$ cat src/rtl/fec_cfg.svh
// Offsets, field positions, reset values and fixed settings of the front-end controller
`ifndef FEC_CFG_SVH
`define FEC_CFG_SVH

// Register byte offsets on the AXI4-Lite slave
`define FEC_OFF_MODE      12'h000
`define FEC_OFF_CFG       12'h004
`define FEC_OFF_STATUS    12'h008
`define FEC_OFF_TXPWR     12'h00c

// MODE register: requested front-end mode
`define FEC_MODE_LSB      0
`define FEC_MODE_RST      2'h0

// CFG register fields
`define FEC_CFG_EXT_BIT   0
`define FEC_CFG_STBY_BIT  1
`define FEC_CFG_RST       2'h0

// STATUS register fields
`define FEC_ST_MODE_LSB   0
`define FEC_ST_HOLD_BIT   2
`define FEC_ST_SLEEP_BIT  3
`define FEC_ST_ROUTE_BIT  4

// Front-end modes
`define FEC_MODE_OFF      2'h0
`define FEC_MODE_STBY     2'h1
`define FEC_MODE_BYP      2'h2
`define FEC_MODE_HIGH     2'h3

// Radio transmit power, -6 dBm in two's complement
`define FEC_TX_PWR_DBM    8'hfa

// Test signal route control register and the value that hands the enables to the link layer
`define FEC_ROUTE_ADDR    32'h40030008
`define FEC_ROUTE_DATA    32'h00000000

// AXI responses
`define FEC_RESP_OKAY     2'h0
`define FEC_RESP_SLVERR   2'h2

`endif

$ cat src/rtl/fec_pkg.sv
// Types shared by the front-end controller
package fec_pkg;

  typedef enum logic [1:0] {
    FEC_RUN   = 2'b00,
    FEC_HOLD  = 2'b01,
    FEC_SLEEP = 2'b10
  } fec_state_t;

  typedef struct packed {
    logic shutdown;
    logic path_select;
  } fec_pins_t;

  typedef struct packed {
    logic        valid;
    logic [31:0] addr;
    logic [31:0] data;
  } fec_route_wr_t;

endpackage : fec_pkg

$ cat src/rtl/fec_host.sv
// Host-side controller that drives the RF front-end mode lines, enables and routing
// Functional notes
// - Shutdown high with path select high puts the front end in mode 3, full transmit and receive.
// - Shutdown high with path select low puts the front end in mode 2, bypass of both paths.
// - Shutdown low with path select low is mode 0, both amplifiers off, lowest power.
// - Shutdown low with path select high is mode 1, standby, the preferred low-power state.
// - Transmission without extended range uses bypass, never a disabled front end.
// - Both mode lines are plain outputs steered by software, not by peripheral routing.
// - Before sleep, mode 3 is left for mode 0 or mode 1.
// - On wake with extended range wanted, mode 3 is the first thing restored.
// - Going from active to bypass waits until radio activity has ended.
// - Bypass is never used as a low-power state.
// - Advertising and connection transmit power are both held at -6 dBm.
// - On the stack-on event the test route register is written to hand the enables over.
//
// The implementer's own choice: the AXI4-Lite interface to the registers.
`include "fec_cfg.svh"

module fec_host (
  input  wire logic                   aclk,
  input  wire logic                   aresetn,
  input  wire logic [11:0]            s_axi_awaddr,
  input  wire logic                   s_axi_awvalid,
  output logic                        s_axi_awready,
  input  wire logic [31:0]            s_axi_wdata,
  input  wire logic [3:0]             s_axi_wstrb,
  input  wire logic                   s_axi_wvalid,
  output logic                        s_axi_wready,
  output logic [1:0]                  s_axi_bresp,
  output logic                        s_axi_bvalid,
  input  wire logic                   s_axi_bready,
  input  wire logic [11:0]            s_axi_araddr,
  input  wire logic                   s_axi_arvalid,
  output logic                        s_axi_arready,
  output logic [31:0]                 s_axi_rdata,
  output logic [1:0]                  s_axi_rresp,
  output logic                        s_axi_rvalid,
  input  wire logic                   s_axi_rready,
  input  wire logic                   sleep_enter,
  input  wire logic                   wake_event,
  input  wire logic                   tx_needed,
  input  wire logic                   rf_busy,
  input  wire logic                   stack_on_event,
  input  wire logic                   ll_pa_req,
  input  wire logic                   ll_lna_req,
  output fec_pkg::fec_pins_t          fe_pins,
  output logic                        pa_enable,
  output logic                        lna_enable,
  output logic [7:0]                  adv_tx_power,
  output logic [7:0]                  conn_tx_power,
  output fec_pkg::fec_route_wr_t      route_wr
);

  ////////////////////////////////////////////////////////////////////////////
  // State

  logic [1:0]          req_mode;
  logic [1:0]          cfg;
  logic [1:0]          mode;
  logic                routed;
  fec_pkg::fec_state_t state;
  fec_pkg::fec_state_t next_state;
  logic [1:0]          next_mode;

  ////////////////////////////////////////////////////////////////////////////
  // AXI4-Lite decode

  wire wr_go    = s_axi_awvalid & s_axi_wvalid & ~s_axi_bvalid;
  wire rd_go    = s_axi_arvalid & ~s_axi_rvalid;
  wire wr_mode  = wr_go & (s_axi_awaddr == `FEC_OFF_MODE) & s_axi_wstrb[0];
  wire wr_cfg   = wr_go & (s_axi_awaddr == `FEC_OFF_CFG) & s_axi_wstrb[0];
  wire wr_hit;
  wire rd_hit;
  logic [31:0] rd_val;

  assign wr_hit = (s_axi_awaddr == `FEC_OFF_MODE) || (s_axi_awaddr == `FEC_OFF_CFG)
               || (s_axi_awaddr == `FEC_OFF_STATUS) || (s_axi_awaddr == `FEC_OFF_TXPWR);
  assign rd_hit = (s_axi_araddr == `FEC_OFF_MODE) || (s_axi_araddr == `FEC_OFF_CFG)
               || (s_axi_araddr == `FEC_OFF_STATUS) || (s_axi_araddr == `FEC_OFF_TXPWR);

  assign s_axi_awready = wr_go;
  assign s_axi_wready  = wr_go;
  assign s_axi_arready = ~s_axi_rvalid;

  wire [31:0] status_word = {27'h0, routed, (state == fec_pkg::FEC_SLEEP),
                             (state == fec_pkg::FEC_HOLD), mode};

  always_comb begin
    if (s_axi_araddr == `FEC_OFF_MODE) begin
      rd_val = {30'h0, req_mode};
    end else if (s_axi_araddr == `FEC_OFF_CFG) begin
      rd_val = {30'h0, cfg};
    end else if (s_axi_araddr == `FEC_OFF_STATUS) begin
      rd_val = status_word;
    end else if (s_axi_araddr == `FEC_OFF_TXPWR) begin
      rd_val = {16'h0, conn_tx_power, adv_tx_power};
    end else begin
      rd_val = 32'h0;
    end
  end

  always_ff @(posedge aclk) begin
    if (!aresetn) begin
      s_axi_bvalid <= 1'b0;
      s_axi_bresp  <= `FEC_RESP_OKAY;
    end else if (wr_go) begin
      s_axi_bvalid <= 1'b1;
      s_axi_bresp  <= wr_hit ? `FEC_RESP_OKAY : `FEC_RESP_SLVERR;
    end else if (s_axi_bready) begin
      s_axi_bvalid <= 1'b0;
    end
  end

  always_ff @(posedge aclk) begin
    if (!aresetn) begin
      s_axi_rvalid <= 1'b0;
      s_axi_rdata  <= 32'h0;
      s_axi_rresp  <= `FEC_RESP_OKAY;
    end else if (rd_go) begin
      s_axi_rvalid <= 1'b1;
      s_axi_rdata  <= rd_val;
      s_axi_rresp  <= rd_hit ? `FEC_RESP_OKAY : `FEC_RESP_SLVERR;
    end else if (s_axi_rready) begin
      s_axi_rvalid <= 1'b0;
    end
  end

  ////////////////////////////////////////////////////////////////////////////
  // Software registers

  wire wake_high = wake_event & cfg[`FEC_CFG_EXT_BIT];

  // Wake with extended range rewrites the request so software sees mode 3 restored
  always_ff @(posedge aclk) begin
    if (!aresetn) begin
      req_mode <= `FEC_MODE_RST;
      cfg      <= `FEC_CFG_RST;
    end else begin
      if (wake_high && state == fec_pkg::FEC_SLEEP) begin
        req_mode <= `FEC_MODE_HIGH;
      end else if (wr_mode) begin
        req_mode <= s_axi_wdata[1:0];
      end
      if (wr_cfg) begin
        cfg <= s_axi_wdata[1:0];
      end
    end
  end

  ////////////////////////////////////////////////////////////////////////////
  // Mode sequencing

  // Bypass instead of off whenever the radio still has to transmit
  wire [1:0] awake_mode = (tx_needed && !req_mode[1]) ? `FEC_MODE_BYP : req_mode;
  // Sleep target is only ever mode 0 or 1, never bypass
  wire [1:0] sleep_mode = cfg[`FEC_CFG_STBY_BIT] ? `FEC_MODE_STBY : `FEC_MODE_OFF;
  wire       defer_byp  = (awake_mode == `FEC_MODE_BYP) && (mode == `FEC_MODE_HIGH)
                          && rf_busy;

  always_comb begin
    next_state = state;
    next_mode  = mode;
    case (state)
      fec_pkg::FEC_RUN, fec_pkg::FEC_HOLD: begin
        if (sleep_enter) begin
          next_state = fec_pkg::FEC_SLEEP;
          next_mode  = sleep_mode;
        end else if (defer_byp) begin
          next_state = fec_pkg::FEC_HOLD;
        end else begin
          next_state = fec_pkg::FEC_RUN;
          next_mode  = awake_mode;
        end
      end
      fec_pkg::FEC_SLEEP: begin
        if (wake_high) begin
          next_state = fec_pkg::FEC_RUN;
          next_mode  = `FEC_MODE_HIGH;
        end else if (wake_event) begin
          next_state = fec_pkg::FEC_RUN;
          next_mode  = awake_mode;
        end else begin
          next_mode  = sleep_mode;
        end
      end
      default: begin
        next_state = fec_pkg::FEC_RUN;
        next_mode  = `FEC_MODE_OFF;
      end
    endcase
  end

  always_ff @(posedge aclk) begin
    if (!aresetn) begin
      state <= fec_pkg::FEC_RUN;
      mode  <= `FEC_MODE_OFF;
    end else begin
      state <= next_state;
      mode  <= next_mode;
    end
  end

  // Shutdown is the high mode bit, path select the low one
  assign fe_pins.shutdown    = mode[1];
  assign fe_pins.path_select = mode[0];

  ////////////////////////////////////////////////////////////////////////////
  // Link-layer enables, routing and power level

  always_ff @(posedge aclk) begin
    if (!aresetn) begin
      routed        <= 1'b0;
      route_wr      <= '0;
      pa_enable     <= 1'b0;
      lna_enable    <= 1'b0;
      adv_tx_power  <= `FEC_TX_PWR_DBM;
      conn_tx_power <= `FEC_TX_PWR_DBM;
    end else begin
      // One write after reset, on the first stack-on event; later events are ignored
      route_wr.valid <= stack_on_event & ~routed;
      route_wr.addr  <= `FEC_ROUTE_ADDR;
      route_wr.data  <= `FEC_ROUTE_DATA;
      if (stack_on_event) begin
        routed <= 1'b1;
      end
      pa_enable     <= routed & ll_pa_req;
      lna_enable    <= routed & ll_lna_req;
      adv_tx_power  <= `FEC_TX_PWR_DBM;
      conn_tx_power <= `FEC_TX_PWR_DBM;
    end
  end
endmodule : fec_host

$ cat config.mk
export PLATFORM = sky130hd
export DESIGN_NAME = fec_host
export DESIGN_NICKNAME = d
export VERILOG_FILES = /design/src/rtl/fec_pkg.sv /design/src/rtl/fec_host.sv
export VERILOG_INCLUDE_DIRS = /design/src /design/src/rtl
export SDC_FILE = /design/constraint.sdc
export NUM_CORES = 1
export LEC_CHECK = 0
export BUFFER_PORTS_ARGS = -buffer_cell sky130_fd_sc_hd__buf_2
export CAP_MARGIN = 20
export CORE_MARGIN = 1
export CORE_UTILIZATION = 31
export CTS_CLUSTER_SIZE = 20
export DETAILED_ROUTE_END_ITERATION = 10
export PLACE_DENSITY = 0.76
export SYNTH_ARGS = -nofsm -noshare
export SYNTH_HDL_FRONTEND = slang
export SYNTH_SLANG_ARGS = --single-unit
$ cat constraint.sdc
create_clock -name aclk -period 1.49 [get_ports aclk]
set_clock_uncertainty 0.05 [all_clocks]
set_input_delay 0.2235 -clock aclk [delete_from_list [all_inputs] [get_ports aclk]]
set_output_delay 0.2235 -clock aclk [all_outputs]
set_load 0.01 [all_outputs]
==> impl_results.md, run 1 <==
- HPWL after DPL: 2660 um
- Crit Path Max Fanout: 4
- Dpl cells: 349
- Number of global-route vias before repair: 990
- Total track usage: 9.55%
- Max_cap viols: 0
- Top Ports: 200
- Final wirelength: 3160 um
- Clk buf depth: 2
- Worst Path Class, Setup: in2reg
- Commonest non-fill, non-tap cell in the layout: conb_1
- Worst VDD drop: 0.375 mV
- CP max-delay cell: or4_4
- Full die area: roughly 6200 sq um
- CTS tree: built
- FILL cells: between 600 and 700
- Core Region: about 5600 sq um
- Rows: 27
- Worst setup SP type: input port
- Fin util: 33.6%
- Ys async rst share: 0%
- RSZ-0062 raised after global routing: false
- Worst skew pair latency: 0.26 ns
- Layout cells sized above 1: 29.0%
- Status: complete, no violations
- Hold path depth: 2
- Max Slew Vio Count: 0
- Pwr Total: between 1 and 1.5 mW
- Slowest cell delay on critical path: 0.54 ns
- LEAKAGE: approximately 1.0 nW
- IO Port Bufs: 70
- Initial antenna violation count: 0
- Fin worst setup slack: 0.0555 ns
- Synth Area per Inst: between 8 and 9 sq um
- FF-to-FF Start: s_axi_rvalid$_SDFFE_PN0P_
- Final setup violation count: 0
- DRT antenna net count: 0
- Most frequent cells in the layout: conb_1, buf_2, dfxtp_1, nand2_1, nor2_1
- Drt pass-1 iters: 4
- Hold EP: routed$_SDFFE_PN0P_
- R2r endpoint: s_axi_rdata[0]$_SDFFE_PN0P_
- H-Tree Depth: 1
- Final Hold Vio Count: 0
- Crit path cell chain: buf_2, or4_4, nor4_4, buf_4, a22oi_1, nor2b_1
- Data arrival, critical path: 1.59 ns
- Initial DRC count: 38
- First-pass GRT wire length: 4650 um
- TNS Setup: 0 ns
- Vias/cell: around 3.8
- Vias post-DR: 1,350
- Post-layout nets: 358
- Total power divided by cell area: around 700 nW/um^2
- Final period util: 96.3%
- Area Overhead vs Synth: 2.73%
- Finished Layout Cells: 355
- Syn. warnings: 0
- Initial Utilization: between 30% and 40%
- Clock Tree Root: clkbuf_8
- CP Capture Type: flip-flop
- Largest net degree at the start of global routing: 22
- Design area: 1880 sq um
- Seq/Total Area, Yosys: 25.1%
- RePlAce Congestion: 0.763
- Worst Path Required: about 1.6 ns
- Post-synth EDFFs: 0
- Place WS: -0.216 ns
- Avg WL per Cell: 8.90 um
- F_max: 0.697 GHz
- Clock slew at reported path FFs: 0.08 ns
- Diode count: 0
- Final period demand of the worst path: 1.43 ns
- #FFs+latches synth: 23
- Top FF cell, synth: dfxtp_1
- Worst reg-to-reg path cell count: 5
- Die H: 78.9 um
- Post-Place Cell Area: 1810 sq um
- Hold WC Path Type: in2reg
- Num CTS Buffers: 3
- Die X: between 70 and 80 um
- Clk sink count: 23
- Remaining DRCs: 0
- HP Start: stack_on_event
- Flop2flop setup slack: between 0.1 and 0.15 ns
- Synthesized area: 1830 sq um
- GRT overflow: 0
- Post-Synthesis Cells: approximately 220
- Distinct cells, synth: 39
- Hold slack: 0.123 ns
flip-flops by register name (all words and copies together) (netlist names):
register and cells:
pa_enable 1, route_wr 2, s_axi_rresp 1, cfg 2, s_axi_rvalid 1, s_axi_bresp 1, state 2, s_axi_rdata 6
lna_enable 1, routed 1, req_mode 2, s_axi_bvalid 1, fe_pins 2
logic make-up (layout without fill, tap and decap cells):
group / after synthesis / count (layout) / share of synthesized area (%)
buffers and inverters: 117 / 83 / 46.1
AND/OR/NAND/NOR: 49 / 49 / 16.5
AO/OA/AOI/OAI: 30 / 30 / 10.8
flip-flops: 23 / 23 / 25.1
other: 2 / 96 / 0.410
multiplexers: 2 / 2 / 1.09
report_power, final:
part	leakage [nW]	total, mW	internal, mW	switching (mW)
sequential	0.188	0.645	0.633	0.0122
combinational	0.835	0.284	0.0885	0.196
clock	0.0228	0.385	0.191	0.194
total	1.05	1.31	0.912	0.402
worst max path at each step:
stage	to	depth (start not counted)	startpoint
final	s_axi_rdata[0]$_SDFFE_PN0P_	6	s_axi_araddr[5]
after global routing	s_axi_rdata[1]$_SDFFE_PN0P_	5	s_axi_araddr[5]
after CTS	s_axi_rdata[1]$_SDFFE_PN0P_	5	s_axi_araddr[9]
after detailed placement	s_axi_rdata[1]$_SDFFE_PN0P_	5	s_axi_araddr[9]
after global placement	s_axi_rdata[1]$_SDFFE_PN0P_	5	s_axi_araddr[9]
after floorplan	s_axi_rdata[1]$_SDFFE_PN0P_	4	s_axi_araddr[9]
critical path: cells and delay by family:
| family | cells | cell delay [ns] |
|---|---|---|
| buffers and inverters | 2 | 0.27 |
| and+or+nand+nor | 3 | 1.04 |
| AOI/OAI and AO/OA | 1 | 0.05 |
metal layers:
layer	vias up	global-route usage (%)	wire, um
met2	94	16.4	1560
met3	2	3.33	313
met1	599	11.4	1260
met4	0	2.18	19
li1	655	-	-
met5	-	0	0
cell usage after synthesis, types with 2 or more instances:
cell type,instances,area (sq um)
inv_1,6,22.5
nand2_1,9,33.8
and3_1,3,18.8
and2_1,2,12.5
buf_4,108,811
nor3b_1,2,15.0
mux2i_1,2,20.0
a31oi_1,3,18.8
nand3_1,3,15.0
nand4_1,2,12.5
nor4_1,3,18.8
o211a_1,2,20.0
dfxtp_1,23,460
o21a_1,2,15.0
conb_1,2,7.51
o21ai_1,6,30.0
o21ai_0,6,30.0
nor2b_1,5,31.3
clkbuf_1,3,11.3
nor2_1,8,30.0
a21boi_1,5,37.5
final cells by class:
class                      instances  area [sq um]  share of cell area (%)
timing repair buffer              73           373                    19.8
sequential                        23           460                    24.5
tap                               72          90.1                    4.78
inverter                           6          22.5                    1.20
multi-input combinational        177           892                    47.4
clock buffer                       4          45.0                    2.39
repair_timing:
action	in CTS	in global routing
resized for setup	0	2
setup buffers	0	2
hold buffers	0	0
endpoints found under the setup margin	0	1
(Power assumes the default switching activity.)
==> inputs of run 2 (changes only) <==
--- a/config.mk
+++ b/config.mk
@@ -12,7 +12,8 @@
 export CORE_UTILIZATION = 31
 export CTS_CLUSTER_SIZE = 20
 export DETAILED_ROUTE_END_ITERATION = 10
-export PLACE_DENSITY = 0.76
+export PLACE_DENSITY_LB_ADDON = 0.05
+export REMOVE_ABC_BUFFERS = 1
 export SYNTH_ARGS = -nofsm -noshare
 export SYNTH_HDL_FRONTEND = slang
 export SYNTH_SLANG_ARGS = --single-unit
==> constraint.sdc (replaced) <==
create_clock -name aclk -period 1.49 [get_ports aclk]
set_clock_uncertainty 0.05 [all_clocks]
set_input_delay 0.2235 -clock aclk [delete_from_list [all_inputs] [get_ports aclk]]
set_output_delay 0.2235 -clock aclk [all_outputs]
set_load 0.005 [all_outputs]
==> run 2 against run 1 <==
Fmax up 2.1%. Register-to-register slack about the same. Highest routed layer unchanged. Sequential share of layout area down 0.16 points. Sequential power about the same. Combinational power down 19%. Clock power up 2%. Power down 3.6%. Worst hold slack worse by 0.0055 ns.
==> impl_results.md, run 2 (same netlist as run 1, synthesis figures left out) <==
- Clk sink count: 23
- Most frequent cells in the layout: conb_1, buf_2, dfxtp_1, nand2_1, nor2_1
- # hold bufs at CTS: 0
- Vias/cell: between 3 and 4
- Vias post-DR: 1,338
- Core Region: 5610 sq um
- Place WS: -0.211 ns
- Number of global-route vias before repair: 988
- Final period util: 94.3%
- Worst VDD drop: 0.507 mV
- Worst Path Required: 1.65 ns
- Initial Utilization: 32.7%
- Clk buf depth: 2
- Postcts setup bufs: 0
- Final period demand of the worst path: 1.40 ns
- Initial DRC count: 29
- Commonest non-fill, non-tap cell in the layout: conb_1
- Status: complete, no violations
- Total power divided by cell area: 668 nW/um^2
- Final setup violation count: 0
- FILL cells: 609
- CTS tree: built
- Die H: 78.9 um
- TNS Setup: 0 ns
- Fin util: roughly 34%
- First-pass GRT wire length: 4620 um
- Area Overhead vs Synth: 3.41%
- Initial antenna violation count: 0
- Max_cap viols: 0
- Max Slew Vio Count: 0
- Top reg by flops: s_axi_rdata
- Hold WC Path Type: in2reg
- Final wirelength: 3260 um
- Worst skew pair latency: 0.27 ns
- IO Port Bufs: 70
- Final Hold Vio Count: 0
- RSZ-0062 raised after global routing: false
- RePlAce Congestion: 0.717
- PostCTS Resize Cnt: 0
- Drt pass-1 iters: 4
- H-Tree Depth: 1
- F_max: just over 0.7 GHz
- Top Ports: 200
- Worst Path Class, Setup: in2reg
- Full die area: 6220 sq um
- GRT overflow: 0
- DRT antenna net count: 0
- Num CTS Buffers: 3
- Clock Tree Root: clkbuf_8
- Crit Path Max Fanout: 4
- Total track usage: 9.45%
- Diode count: 0
- Avg WL per Cell: 9.09 um
- Layout cells sized above 1: 29.4%
- Largest net degree at the start of global routing: 14
- Die X: between 70 and 80 um
- Rows: 27
- CP Capture Type: flip-flop
- LEAKAGE: roughly 1.1 nW
- Max reg flops: 6
- Data arrival, critical path: 1.56 ns
- Post-Place Cell Area: 1850 sq um
- HPWL after DPL: 2710 um
- Post-layout nets: 361
- Clock slew at reported path FFs: 0.09 ns
- Fin worst setup slack: 0.0853 ns
- Pwr Total: 1.27 mW
- Design area: 1900 sq um
- Worst setup SP type: input port
- Remaining DRCs: 0
==> run 2: layout make-up <==
| class | count | area, sq um | share of cell area [%] |
|---|---|---|---|
| Clock buffer | 3 | 41.3 | 2.18 |
| Clock inverter | 1 | 5.00 | 0.264 |
| Timing Repair Buffer | 76 | 395 | 20.9 |
| Tap cell | 72 | 90.1 | 4.75 |
| Multi-Input combinational cell | 177 | 881 | 46.5 |
| Inverter | 6 | 22.5 | 1.19 |
| Sequential cell | 23 | 460 | 24.3 |
==> run 2: path summary, 6_finish.rpt <==
| path | depth (start not counted) | start | endpoint | slack [ns] |
|---|---|---|---|---|
| hold reg to reg | 2 | s_axi_rdata[3]$_SDFFE_PN0P_ | s_axi_rdata[3]$_SDFFE_PN0P_ | 0.40 |
| hold / removal | 3 | stack_on_event | route_wr[64]$_SDFF_PN0_ | 0.12 |
| setup reg to reg | 4 | s_axi_rvalid$_SDFFE_PN0P_ | s_axi_rdata[1]$_SDFFE_PN0P_ | 0.13 |
| setup / recovery | 5 | s_axi_araddr[9] | s_axi_rdata[1]$_SDFFE_PN0P_ | 0.09 |
==> run 2: per-layer routing <==
metal  wire (um)  GRT usage, %
met1        1370          11.5
met2        1440          16.0
met3         425          3.56
met4          16          1.64
met5           0             0
==> run 2: power breakdown <==
part	internal [mW]	switching [mW]
Combinational	0.0925	0.137
Clock	0.187	0.206
Sequential	0.633	0.0116
==> run 2: metrics by stage <==
stage	cells	hold WS, ns
6_report	358	0.118
5_1_grt	358	0.110
4_1_cts	358	0.108
3_5_place_dp	354	0.388
3_3_place_gp	354	0.385
2_1_floorplan	206	0.201
==> run 2: worst max-delay path: stages <==
cell      delay, ns
buf_2          0.09
or4_4          0.54
nor4_4         0.38
o311ai_1       0.17
a21boi_1       0.16
